--- src/hw/rgw_defs.svh ---
`ifndef RGW_DEFS_SVH
`define RGW_DEFS_SVH

// general purpose timer count width, in crystal-domain clock cycles
`define RGW_GPT_W 16
// general purpose timer counter value after reset
`define RGW_GPT_CNT_RST 16'h0000

// wake-up timer interval select width and counter width
`define RGW_WUT_SEL_W 3
`define RGW_WUT_CNT_W 24
// shortest wake-up interval, in low power oscillator ticks
`define RGW_WUT_BASE_TICKS 24'h000010
// wake-up timer counter value after reset
`define RGW_WUT_CNT_RST 24'h000000

// positions of the expiry flags in the flag vector
`define RGW_FLAG_GPT 0
`define RGW_FLAG_WUT 1
`define RGW_NFLAGS 2
// flag vector value after reset
`define RGW_FLAGS_RST 2'h0

`endif

--- src/hw/rgw_pkg.sv ---
package rgw_pkg;

    // operating mode supplied by the mode controller
    typedef enum logic [1:0] {
        RGW_MODE_NORMAL = 2'h0,
        RGW_MODE_WAKEUP = 2'h1,
        RGW_MODE_LOW_POWER = 2'h2,
        RGW_MODE_P2P_ACTIVE = 2'h3
    } rgw_mode_t;

    // hardware trigger source of the general purpose timer
    typedef enum logic [1:0] {
        RGW_TRIG_NONE = 2'h0,
        RGW_TRIG_SOF = 2'h1,
        RGW_TRIG_EOF = 2'h2,
        RGW_TRIG_FIELD_OFF = 2'h3
    } rgw_trig_t;

    // general purpose timer states, gray coded along idle-run-expire
    typedef enum logic [1:0] {
        RGW_GPT_IDLE = 2'h0,
        RGW_GPT_RUN = 2'h1,
        RGW_GPT_EXPIRE = 2'h3
    } rgw_gpt_state_t;

endpackage : rgw_pkg

--- src/hw/rgw_wake_if.sv ---
`timescale 1ns/1ns
`include "rgw_defs.svh"

// control path between the timer top and the wake-up timer core
interface rgw_wake_if;
    logic start;
    logic stop;
    logic periodic;
    logic [`RGW_WUT_SEL_W-1:0] sel;
    logic expire;
    logic running;

    modport ctrl (output start, output stop, output periodic, output sel,
                  input expire, input running);
    modport timer (input start, input stop, input periodic, input sel,
                   output expire, output running);
endinterface : rgw_wake_if

--- src/hw/rgw_timers.sv ---
// Contract
// - sof trigger starts general purpose timer
// - eof trigger starts general purpose timer
// - p2p field-off times out via timer
// - every general purpose expiry sets its flag, interrupt unless masked
// - start command restarts a running timer
// - wake timer paces wake-up mode activity
// - wake start command ignored in wake-up
// - start enables rc oscillator, selected interval
// - wake expiry sets flag, and interrupt unless masked
// - wake timer keeps counting in low power
// - clear command stops all but wake
`timescale 1ns/1ns
`include "rgw_defs.svh"

module rgw_timers #(
    parameter int unsigned GPT_W = `RGW_GPT_W,
    parameter logic [`RGW_WUT_CNT_W-1:0] WUT_BASE_TICKS = `RGW_WUT_BASE_TICKS
) (
    input wire logic clk,
    input wire logic arst_n,
    input wire logic clk_en,
    input wire rgw_pkg::rgw_mode_t op_mode,
    input wire logic xtal_ok,
    input wire logic rc_tick,
    input wire rgw_pkg::rgw_trig_t gpt_trig_sel,
    input wire logic [GPT_W-1:0] gpt_period,
    input wire logic [`RGW_WUT_SEL_W-1:0] wut_sel,
    input wire logic rx_sof,
    input wire logic rx_eof,
    input wire logic field_off_start,
    input wire logic cmd_start_gpt,
    input wire logic cmd_start_wut,
    input wire logic cmd_clear,
    input wire logic irq_read,
    input wire logic [`RGW_NFLAGS-1:0] irq_mask,
    output logic irq,
    output logic gpt_expired_flag,
    output logic wake_timer_expired_flag,
    output logic gpt_running,
    output logic [GPT_W-1:0] gpt_count,
    output logic wut_running,
    output logic rc_osc_en,
    output logic wake_cycle_tick
);

    rgw_wake_if wif ();

    rgw_pkg::rgw_gpt_state_t gpt_state_r;
    rgw_pkg::rgw_gpt_state_t gpt_state_nxt;
    logic [GPT_W-1:0] gpt_cnt_r;
    logic [GPT_W-1:0] gpt_cnt_nxt;
    logic [`RGW_NFLAGS-1:0] flags_r;
    logic [`RGW_NFLAGS-1:0] flags_nxt;
    logic [`RGW_NFLAGS-1:0] flag_set;
    logic in_wake_r;
    logic wake_tick_r;

    logic in_wake;
    logic wake_entry;
    logic wake_exit;
    logic wut_cmd_ok;
    logic trig_sof;
    logic trig_eof;
    logic trig_field;
    logic gpt_trig;
    logic gpt_tick;
    logic gpt_last;
    logic gpt_expire;

    // mode decode and wake timer control
    assign in_wake = (op_mode == rgw_pkg::RGW_MODE_WAKEUP);
    assign wake_entry = in_wake & ~in_wake_r;
    assign wake_exit = ~in_wake & in_wake_r;
    assign wut_cmd_ok = cmd_start_wut & ~in_wake;
    assign wif.start = wut_cmd_ok | wake_entry;
    assign wif.stop = wake_exit;
    assign wif.periodic = in_wake;
    assign wif.sel = wut_sel;

    // hardware trigger selection for the general purpose timer
    assign trig_sof = (gpt_trig_sel == rgw_pkg::RGW_TRIG_SOF) & rx_sof;
    assign trig_eof = (gpt_trig_sel == rgw_pkg::RGW_TRIG_EOF) & rx_eof;
    assign trig_field = (gpt_trig_sel == rgw_pkg::RGW_TRIG_FIELD_OFF)
        & (op_mode == rgw_pkg::RGW_MODE_P2P_ACTIVE) & field_off_start;
    assign gpt_trig = trig_sof | trig_eof | trig_field | cmd_start_gpt;

    // counts only while the crystal runs; stopped in low power mode
    assign gpt_tick = xtal_ok & (op_mode != rgw_pkg::RGW_MODE_LOW_POWER);
    assign gpt_last = gpt_cnt_r <= GPT_W'(1);
    assign gpt_expire = (gpt_state_r == rgw_pkg::RGW_GPT_EXPIRE);

    // general purpose timer next state; clear beats start
    always_comb begin
        gpt_state_nxt = gpt_state_r;
        gpt_cnt_nxt = gpt_cnt_r;
        unique case (gpt_state_r)
            rgw_pkg::RGW_GPT_IDLE: begin
                if (gpt_trig) begin
                    gpt_state_nxt = rgw_pkg::RGW_GPT_RUN;
                    gpt_cnt_nxt = gpt_period;
                end
            end
            rgw_pkg::RGW_GPT_RUN: begin
                if (gpt_trig) begin
                    gpt_cnt_nxt = gpt_period;
                end else if (gpt_tick && gpt_last) begin
                    gpt_state_nxt = rgw_pkg::RGW_GPT_EXPIRE;
                    gpt_cnt_nxt = GPT_W'(0);
                end else if (gpt_tick) begin
                    gpt_cnt_nxt = gpt_cnt_r - GPT_W'(1);
                end
            end
            rgw_pkg::RGW_GPT_EXPIRE: begin
                if (gpt_trig) begin
                    gpt_state_nxt = rgw_pkg::RGW_GPT_RUN;
                    gpt_cnt_nxt = gpt_period;
                end else begin
                    gpt_state_nxt = rgw_pkg::RGW_GPT_IDLE;
                end
            end
            default: begin
                gpt_state_nxt = rgw_pkg::RGW_GPT_IDLE;
                gpt_cnt_nxt = GPT_W'(`RGW_GPT_CNT_RST);
            end
        endcase
        if (cmd_clear) begin
            gpt_state_nxt = rgw_pkg::RGW_GPT_IDLE;
            gpt_cnt_nxt = GPT_W'(`RGW_GPT_CNT_RST);
        end
    end

    // sticky expiry flags; a new event beats the read that clears
    assign flag_set[`RGW_FLAG_GPT] = gpt_expire;
    assign flag_set[`RGW_FLAG_WUT] = wif.expire;
    assign flags_nxt = flag_set | (flags_r & ~{`RGW_NFLAGS{irq_read}});

    // state registers
    always_ff @(posedge clk or negedge arst_n) begin
        if (!arst_n) begin
            gpt_state_r <= rgw_pkg::RGW_GPT_IDLE;
            gpt_cnt_r <= GPT_W'(`RGW_GPT_CNT_RST);
            flags_r <= `RGW_FLAGS_RST;
            in_wake_r <= 1'b0;
            wake_tick_r <= 1'b0;
        end else if (clk_en) begin
            gpt_state_r <= gpt_state_nxt;
            gpt_cnt_r <= gpt_cnt_nxt;
            flags_r <= flags_nxt;
            in_wake_r <= in_wake;
            wake_tick_r <= wif.expire & in_wake;
        end
    end

    // outputs
    assign irq = |(flags_r & ~irq_mask);
    assign gpt_expired_flag = flags_r[`RGW_FLAG_GPT];
    assign wake_timer_expired_flag = flags_r[`RGW_FLAG_WUT];
    assign gpt_running = (gpt_state_r == rgw_pkg::RGW_GPT_RUN);
    assign gpt_count = gpt_cnt_r;
    assign wut_running = wif.running;
    assign rc_osc_en = wif.running;
    assign wake_cycle_tick = wake_tick_r;

    // wake-up timer core on low power oscillator ticks
    rgw_wake_timer #(
        .BASE_TICKS(WUT_BASE_TICKS)
    ) u_wake (
        .clk(clk),
        .arst_n(arst_n),
        .clk_en(clk_en),
        .rc_tick(rc_tick),
        .wif(wif)
    );
endmodule : rgw_timers

--- src/hw/rgw_wake_timer.sv ---
`timescale 1ns/1ns
`include "rgw_defs.svh"

module rgw_wake_timer #(
    parameter logic [`RGW_WUT_CNT_W-1:0] BASE_TICKS = `RGW_WUT_BASE_TICKS
) (
    input wire logic clk,
    input wire logic arst_n,
    input wire logic clk_en,
    input wire logic rc_tick,
    rgw_wake_if.timer wif
);

    // interval in oscillator ticks: base doubled per select step
    function automatic logic [`RGW_WUT_CNT_W-1:0] wut_limit(
        input logic [`RGW_WUT_SEL_W-1:0] sel
    );
        wut_limit = BASE_TICKS << sel;
    endfunction : wut_limit

    logic run_r;
    logic expire_r;
    logic [`RGW_WUT_CNT_W-1:0] cnt_r;
    logic hit;
    logic [`RGW_WUT_CNT_W-1:0] limit;

    // last tick of the interval; counts only on oscillator ticks
    assign hit = run_r & rc_tick & (cnt_r <= `RGW_WUT_CNT_W'(1));
    assign limit = wut_limit(wif.sel);
    assign wif.expire = expire_r;
    assign wif.running = run_r;

    // counter; start reloads, periodic mode reloads on expiry
    always_ff @(posedge clk or negedge arst_n) begin
        if (!arst_n) begin
            run_r <= 1'b0;
            expire_r <= 1'b0;
            cnt_r <= `RGW_WUT_CNT_RST;
        end else if (clk_en) begin
            expire_r <= hit;
            if (wif.start) begin
                run_r <= 1'b1;
                cnt_r <= limit;
            end else if (wif.stop) begin
                run_r <= 1'b0;
            end else if (hit) begin
                run_r <= wif.periodic;
                cnt_r <= limit;
            end else if (run_r && rc_tick) begin
                cnt_r <= cnt_r - `RGW_WUT_CNT_W'(1);
            end
        end
    end
endmodule : rgw_wake_timer

--- config.mk ---
export PLATFORM = sky130hd
export DESIGN_NAME = rgw_timers
export DESIGN_NICKNAME = d
export VERILOG_FILES = /design/src/hw/rgw_pkg.sv /design/src/hw/rgw_wake_if.sv /design/src/hw/rgw_timers.sv /design/src/hw/rgw_wake_timer.sv
export VERILOG_INCLUDE_DIRS = /design/src /design/src/hw
export SDC_FILE = /design/constraint.sdc
export NUM_CORES = 1
export LEC_CHECK = 0
export BUFFER_PORTS_ARGS = -buffer_cell sky130_fd_sc_hd__buf_2
export CORE_AREA = 2 2 109 80
export DETAILED_ROUTE_END_ITERATION = 6
export DIE_AREA = 0 0 111 82
export GPL_TIMING_DRIVEN = 1
export PLACE_DENSITY_LB_ADDON = 0.1
export SYNTH_ARGS = -nofsm -noshare
export SYNTH_HDL_FRONTEND = slang
export SYNTH_SLANG_ARGS = --single-unit
export TNS_END_PERCENT = 5
--- constraint.sdc ---
create_clock -name clk -period 2.95 [get_ports clk]
set_input_delay 0.1475 -clock clk [delete_from_list [all_inputs] [get_ports clk]]
set_output_delay 0.1475 -clock clk [all_outputs]
set_load 0.05 [all_outputs]
==> impl_metrics.toml, run 1 <==
[placed_design]
dpl.hpwl_um = 6210
gp_congestion = 0.798
portBuffers = 59
dp_slack_ns = 0.422

[clock_tree]
cts-htree-levels = 2
post_cts_buffers = 0
cts.sinks = 48
cts_tree = "yes"
cts_buffers = 5
cts-root-buf = "clkbuf_16"
clk_pin_slew_ns = 0.07
cts_buffer_depth = 2
insertion_delay_ns = 0.29

[logic_synthesis]
synth_area_leaders = "dfrtp_1 (37%), o21ai_0 (3.6%), nor2_1 (3.2%), ha_1 (3.1%), nand2_1 (3.0%)"
ys_ff_latch = 48
async_reset_ff_frac = 1.00
synth_top_area_frac = 0.374
synth-main-ff-cell = "dfrtp_1"
syn_nets = 405
ys_seq_area_frac = 0.374
synthesis.instances = 360
synth_area_leader_cell = "dfrtp_1"
synth_area_mm2 = 0.00321
synth_cell_types = 64
yosys_warnings = 0
synth_edf_count = 0
syn_area_per_cell_um2 = 8.92

[setup_path]
crit_type = "reg -> reg"
crit_top_cell = "or4_4"
startpoint_type = "flip-flop"
critical-path-top-delay-family = "simple AND/OR/NAND/NOR gates"
critPathRequiredTime_ns = 3.13
regToRegSetupSlack_ns = 0.41
max_stage_delay_ns = 0.59
cp.arrival_ns = 2.72
crit_chain = "or4_4 > or4_4 > o2111ai_4 > a21oi_1 > a221o_1"
cpMaxStageDelayCell = "or4_4"
worst-path-max-fanout = 16
cp-end-kind = "flip-flop"
cp_num_buf_inv = 0

[timing]
fmax_mhz = 393
finalCritPeriodShare = 0.862
hold_viol = 0
fin_hold_ws_ns = 0.0580
final_max_slew_viol_count = 0
finalSetupTns_ns = 0
finalClockSkew_ns = 0.00771
setup_ws_ns = 0.407
slew_headroom = 0.415
setup_viol = 0
fin_crit_ns = 2.54
worstMarginPinSlew_ns = 0.878
rsz0062_at_grt = "false"

[drt]
routed_wl_um = 8430
final_antenna_net_count = 0
dr.first_iter.drc_count = 184
vias = 2998
firstDrtPassIters = 4
routedWlPerCell_um = 16.0
post_drt_via_cell_ratio = 5.68
post-route-drc-count = 0

[floorplan]
dieArea_mm2 = 0.00910
fp.dieH_um = 82
ioPinCount = 60
start_util = 0.397
row_count = 28
core_mm2 = 0.00809
die_x_um = 111

[grt]
antenna_found_initial = 0
grt_max_degree = 34
grt_pass1_vias = 2732
grt_pass1_wl_um = 13900
grt-ovfl-total = 0
grt_usage = 0.191

[pwr]
finalPower_w = 0.00320
ir_drop_mv = 0.344
p_leak_nw = 1.71
p_per_area_mw_per_mm2 = 839

[run_status]
outcome = "complete, no violations"

[layout]
nets = 467
n_antenna_cell = 0
fillers = 787
post_route_cells_drive_above_1_share = 0.234
syn2layout_area_growth_pct = 19.0

[run]
max_cap_viol_count = 0

[hold_path]
hold_path.class = "in -> reg"
## where the power goes
part | total [W] | switching (W) | internal (W) | leakage, nW
clock | 0.000655 | 0.000255 | 0.000400 | 0.0808
combinational | 0.00149 | 0.000928 | 0.000566 | 1.01
sequential | 0.00106 | 0.000236 | 0.000820 | 0.624
## sequential cells by signal (all words and copies together), names as in the netlist
| name | flops |
|---|---|
| flags_r | 2 |
| gpt_count | 16 |
| gpt_state_r | 2 |
| in_wake_r | 1 |
| u_wake.cnt_r | 24 |
| u_wake.wif.expire | 1 |
| u_wake.wif.running | 1 |
| wake_cycle_tick | 1 |
## cells in the final DEF, fill, tap and decap left out, types with 7 or more instances in the layout
cell      instances
nand2_1          26
or4_1             7
a21oi_1          12
nand3_1          11
nand4_1           8
inv_1            18
xnor2_1           7
buf_2            59
nor3_1           15
ha_1              8
a22oi_1           7
dfrtp_1          48
nor2_1           27
buf_4            11
nor4_1           14
a221o_1           8
or3_1            13
nand2b_1          7
o21ai_0          23
## cells in the mapped netlist (all sizes together), types with 3 or more instances
master   count
or3         15
o2bb2ai      6
inv         18
nor3b        3
dfrtp       48
a21oi       12
xnor2        7
buf          7
or4          9
o21ai       23
nand4        8
nor4b        3
o31a         3
nor3        15
nand2       26
nand2b       7
a22o         4
a211oi       5
a221o        8
clkbuf       9
or2          5
nor4        15
nor2        28
a22oi        7
nand3       11
a2bb2oi      4
o31ai        6
a21o         4
o21bai       4
mux2i        4
ha           8
## final cells by class
class | instances | area (um2) | area share
multi-input cells | 278 | 1870 | 0.489
repair buffers | 71 | 388 | 0.102
flip-flops and latches | 48 | 1200 | 0.314
well taps | 105 | 131 | 0.0344
inverters | 18 | 67.6 | 0.0177
clock buffers | 6 | 129 | 0.0337
clock inverters | 2 | 35.0 | 0.00917
## path summary, 6_finish.rpt
path / start / end / depth (start not counted)
max in group asynchronous: arst_n / gpt_count[0]$_DFFE_PN0P_ / 3
min in group asynchronous: arst_n / u_wake.cnt_r[18]$_DFFE_PN0P_ / 2
worst max-delay path: gpt_count[6]$_DFFE_PN0P_ / gpt_count[7]$_DFFE_PN0P_ / 5
worst min-delay path: gpt_period[10] / gpt_count[10]$_DFFE_PN0P_ / 3
worst min register to register: u_wake.cnt_r[22]$_DFFE_PN0P_ / u_wake.cnt_r[22]$_DFFE_PN0P_ / 1
worst max register to register: gpt_count[6]$_DFFE_PN0P_ / gpt_count[7]$_DFFE_PN0P_ / 5
## what timing repair did
item / in CTS / in global routing
hold endpoints to repair: 15 / 0
hold buffers: 1 / 0
gates resized for setup: 0 / 0
## worst reg2reg max path, delay by kind of cell (launching register included)
family	cells	cell delay, ns
AND/OR/NAND/NOR	2	1.17
flip-flops	1	0.44
AO/OA/AOI/OAI	3	0.82
## per-layer routing
layer | track usage | wire [um] | part of all wire
met5 | 0 | 0 | 0
met4 | 0.0375 | 63 | 0.0075
met3 | 0.0428 | 465 | 0.055
met2 | 0.272 | 3310 | 0.39
met1 | 0.294 | 4590 | 0.54
## metrics by stage
| step | util | instances | instance area (um2) |
|---|---|---|---|
| finish | 0.472 | 528 | 3820 |
| global route | 0.472 | 528 | 3820 |
| CTS | 0.472 | 528 | 3820 |
| detailed placement | 0.451 | 519 | 3650 |
| global placement | 0.451 | 519 | 3650 |
| floorplan | - | 360 | 3210 |
## cell families (layout without fill, tap and decap cells)
family                     Yosys count  in the layout  share of synthesized area
buffers and inverters               34             97                     0.0452
adders and majority gates            8              8                     0.0312
DFF                                 48             48                      0.374
muxes                                4              4                     0.0125
xor gates and xnor gates             7              7                     0.0191
AOI/OAI and AO/OA                  105            105                      0.253
and+or+nand+nor                    154            154                      0.265
(Power assumes the default switching activity.)
==> run 2, diff against run 1 <==
--- a/config.mk
+++ b/config.mk
@@ -6,10 +6,11 @@
 export SDC_FILE = /design/constraint.sdc
 export NUM_CORES = 1
 export LEC_CHECK = 0
+export ABC_AREA = 1
 export BUFFER_PORTS_ARGS = -buffer_cell sky130_fd_sc_hd__buf_2
-export CORE_AREA = 2 2 109 80
+export CORE_AREA = 2 2 115 84
 export DETAILED_ROUTE_END_ITERATION = 6
-export DIE_AREA = 0 0 111 82
+export DIE_AREA = 0 0 117 86
 export GPL_TIMING_DRIVEN = 1
 export PLACE_DENSITY_LB_ADDON = 0.1
 export SYNTH_ARGS = -nofsm -noshare
==> run 2 against run 1 <==
First-iteration DRC count is 55% higher. Worst hold slack better by 0.082 ns. Clock-buffer cell count stayed put. Combinational power is 89% higher. Register-to-register slack better by 0.36 ns. Die area is 11% higher. Cell count is 37% higher. Sequential cell count stayed put. Clock power is 16% lower. Utilization is 1.0 points lower. Global-route usage is 0.13 points higher. Highest routed layer unchanged.
==> impl_metrics.toml, run 2 <==
[drt]
routedWlPerCell_um = 12.9
post_drt_via_cell_ratio = 4.84
post-route-drc-count = 0
firstDrtPassIters = 5
final_antenna_net_count = 0
dr.first_iter.drc_count = 285
vias = 3494
routed_wl_um = 9320

[floorplan]
ioPinCount = 60
row_count = 29
dieArea_mm2 = 0.0101
die_x_um = 117
core_mm2 = 0.00889
start_util = 0.403
fp.dieH_um = 86

[grt]
antenna_found_initial = 0
grt_usage = 0.193
grt_pass1_wl_um = 15400
grt_pass1_vias = 3118
grt-ovfl-total = 0
grt_max_degree = 29

[setup_path]
cp-end-kind = "flip-flop"
reg2reg_from = "gpt_state_r[0]$_DFFE_PN0P_"
worst-path-max-fanout = 17
regToRegSetupSlack_ns = 0.77
crit_chain = "inv_1 > ha_1 > inv_1 > a22oi_1 > o21ai_4 > nor2_4 > nand2_1 > nand2_1"
startpoint_type = "flip-flop"
max_stage_delay_ns = 0.48
cp_num_buf_inv = 2
critPathRequiredTime_ns = 3.13
reg2reg_to = "gpt_count[1]$_DFFE_PN0P_"
critical-path-top-delay-family = "compound AO/OA/AOI/OAI gates"
cp.arrival_ns = 2.36
crit_type = "reg -> reg"
rr_worst_depth = 8
cpMaxStageDelayCell = "o21ai_4"

[logic_synthesis]
synth_area_mm2 = 0.00358
synth_area_leaders = "dfrtp_1 (34%), nand2_1 (20%), nand3_1 (7.8%), nor2_1 (7.5%), inv_1 (5.2%)"
syn_area_per_cell_um2 = 6.65
synth-main-ff-cell = "dfrtp_1"
synth_most_common_cell = "nand2_1"
ys_seq_area_frac = 0.335
syn_nets = 584
ys_ff_latch = 48
synth_area_leader_cell = "dfrtp_1"
synth_edf_count = 0
synthesis.instances = 539
synth_top_area_frac = 0.335
async_reset_ff_frac = 1.00
synth_top_cells_by_count = "nand2_1 (187), nor2_1 (72), nand3_1 (56), inv_1 (50), dfrtp_1 (48)"
synth_cell_types = 32
yosys_warnings = 0

[clock_tree]
cts_tree = "yes"
cts_buffers = 5
cts.sinks = 48
insertion_delay_ns = 0.29
cts-root-buf = "clkbuf_16"
clk_pin_slew_ns = 0.07
cts_buffer_depth = 2
cts-htree-levels = 2

[timing]
rsz0062_at_grt = "false"
fin_hold_ws_ns = 0.140
finalSetupTns_ns = 0
hold_viol = 0
final_max_slew_viol_count = 0
fmax_mhz = 458
fin_crit_ns = 2.18
worstMarginPinSlew_ns = 0.539
slew_headroom = 0.639
setup_viol = 0
finalClockSkew_ns = 0.00391
finalCritPeriodShare = 0.740

[placed_design]
portBuffers = 59
gp_congestion = 0.818
dpl.hpwl_um = 7110
placed_area_mm2 = 0.00396

[pwr]
p_leak_nw = 2.26
p_per_area_mw_per_mm2 = 1110
ir_drop_mv = 0.335

[layout]
postLayoutCoreUtil = 0.462
largest_register_ffs = 24
nets = 643
final_design_area_no_fill_mm2 = 0.00411
n_antenna_cell = 0
syn2layout_area_growth_pct = 14.5
post_route_cells_drive_above_1_share = 0.179
final_cell_mix = "nand2_1 (187), nor2_1 (72), buf_2 (59)"
mostFrequentLayoutCell = "nand2_1"
top_register = "u_wake.cnt_r"

[hold_path]
min_path_cells = 4
worstHoldEndpoint = "flags_r[1]$_DFFE_PN0P_"
hp-start = "irq_read"
hold_path.class = "in -> reg"

[run_status]
outcome = "complete, no violations"

[run]
max_cap_viol_count = 0
==> run 2: changes by cell type after synthesis, sizes merged, moves of 18 or more <==
cell,change
nand3,+46
nand2,+172
xor2,+18
nor2,+65
inv,+35
==> run 2: worst max path at each step <==
stage | startpoint | to | depth (start not counted) | slack, ns
6_report | gpt_state_r[0]$_DFFE_PN0P_ | gpt_count[1]$_DFFE_PN0P_ | 8 | 0.77
5_1_grt | gpt_state_r[0]$_DFFE_PN0P_ | gpt_count[10]$_DFFE_PN0P_ | 8 | 0.60
4_1_cts | gpt_state_r[0]$_DFFE_PN0P_ | gpt_count[1]$_DFFE_PN0P_ | 8 | 0.76
3_5_place_dp | gpt_state_r[0]$_DFFE_PN0P_ | gpt_count[1]$_DFFE_PN0P_ | 8 | 0.78
3_3_place_gp | gpt_state_r[0]$_DFFE_PN0P_ | gpt_count[8]$_DFFE_PN0P_ | 8 | 0.91
2_1_floorplan | gpt_state_r[1]$_DFFE_PN0P_ | gpt_count[7]$_DFFE_PN0P_ | 8 | 0.97
==> run 2: where the power goes <==
part	switching (W)	internal [W]
combinational	0.00195	0.000879
clock	0.000241	0.000309
sequential	0.000295	0.000894
total	0.00248	0.00208
==> run 2: cell families after synthesis <==
family / after synthesis / synth area share
AOI/OAI and AO/OA: 34 / 0.0545
xor gates and xnor gates: 23 / 0.0562
adders and majority gates: 8 / 0.0279
buffers and inverters: 64 / 0.0813
DFF: 48 / 0.335
and+or+nand+nor: 362 / 0.445
==> run 2: through the flow <==
stage | cells | total power [W] | worst slack (ns)
after floorplan | 539 | 0.00337 | 0.969
after global placement | 714 | 0.00397 | 0.915
after detailed placement | 714 | 0.00399 | 0.777
after CTS | 722 | 0.00456 | 0.761
after global routing | 722 | 0.00500 | 0.598
final | 722 | 0.00456 | 0.768
==> run 2: layer usage <==
layer  GRT usage  vias to the layer above  routed length (um)
li1            -                     1806                   -
met1       0.316                     1581                5180
met2       0.264                      103                3590
met3      0.0353                        4                 498
met4      0.0257                        0                  45
met5           0                        -                   0
==> run 2: layout make-up <==
type                       count  area (um2)
clock buffer                   6         129
inverter                      55         210
timing repair buffer          61         313
sequential                    48        1200
clock inverter                 1        5.00
fill                         961        4780
multi-input combinational    427        2090
tap                          124         155
==> run 2: what timing repair did <==
action                                 4_1_cts  5_1_grt
resized for setup                            0        0
endpoints found under the hold margin       20        0
hold buffers                                 1        0
setup buffers                                0        0
==> run 2: tightest hold or removal path, delay by kind of cell <==
| family | cells | cell delay (ns) |
|---|---|---|
| AOI/OAI and AO/OA | 1 | 0.07 |
| buffers and inverters | 2 | 0.13 |
| and+or+nand+nor | 1 | 0.04 |
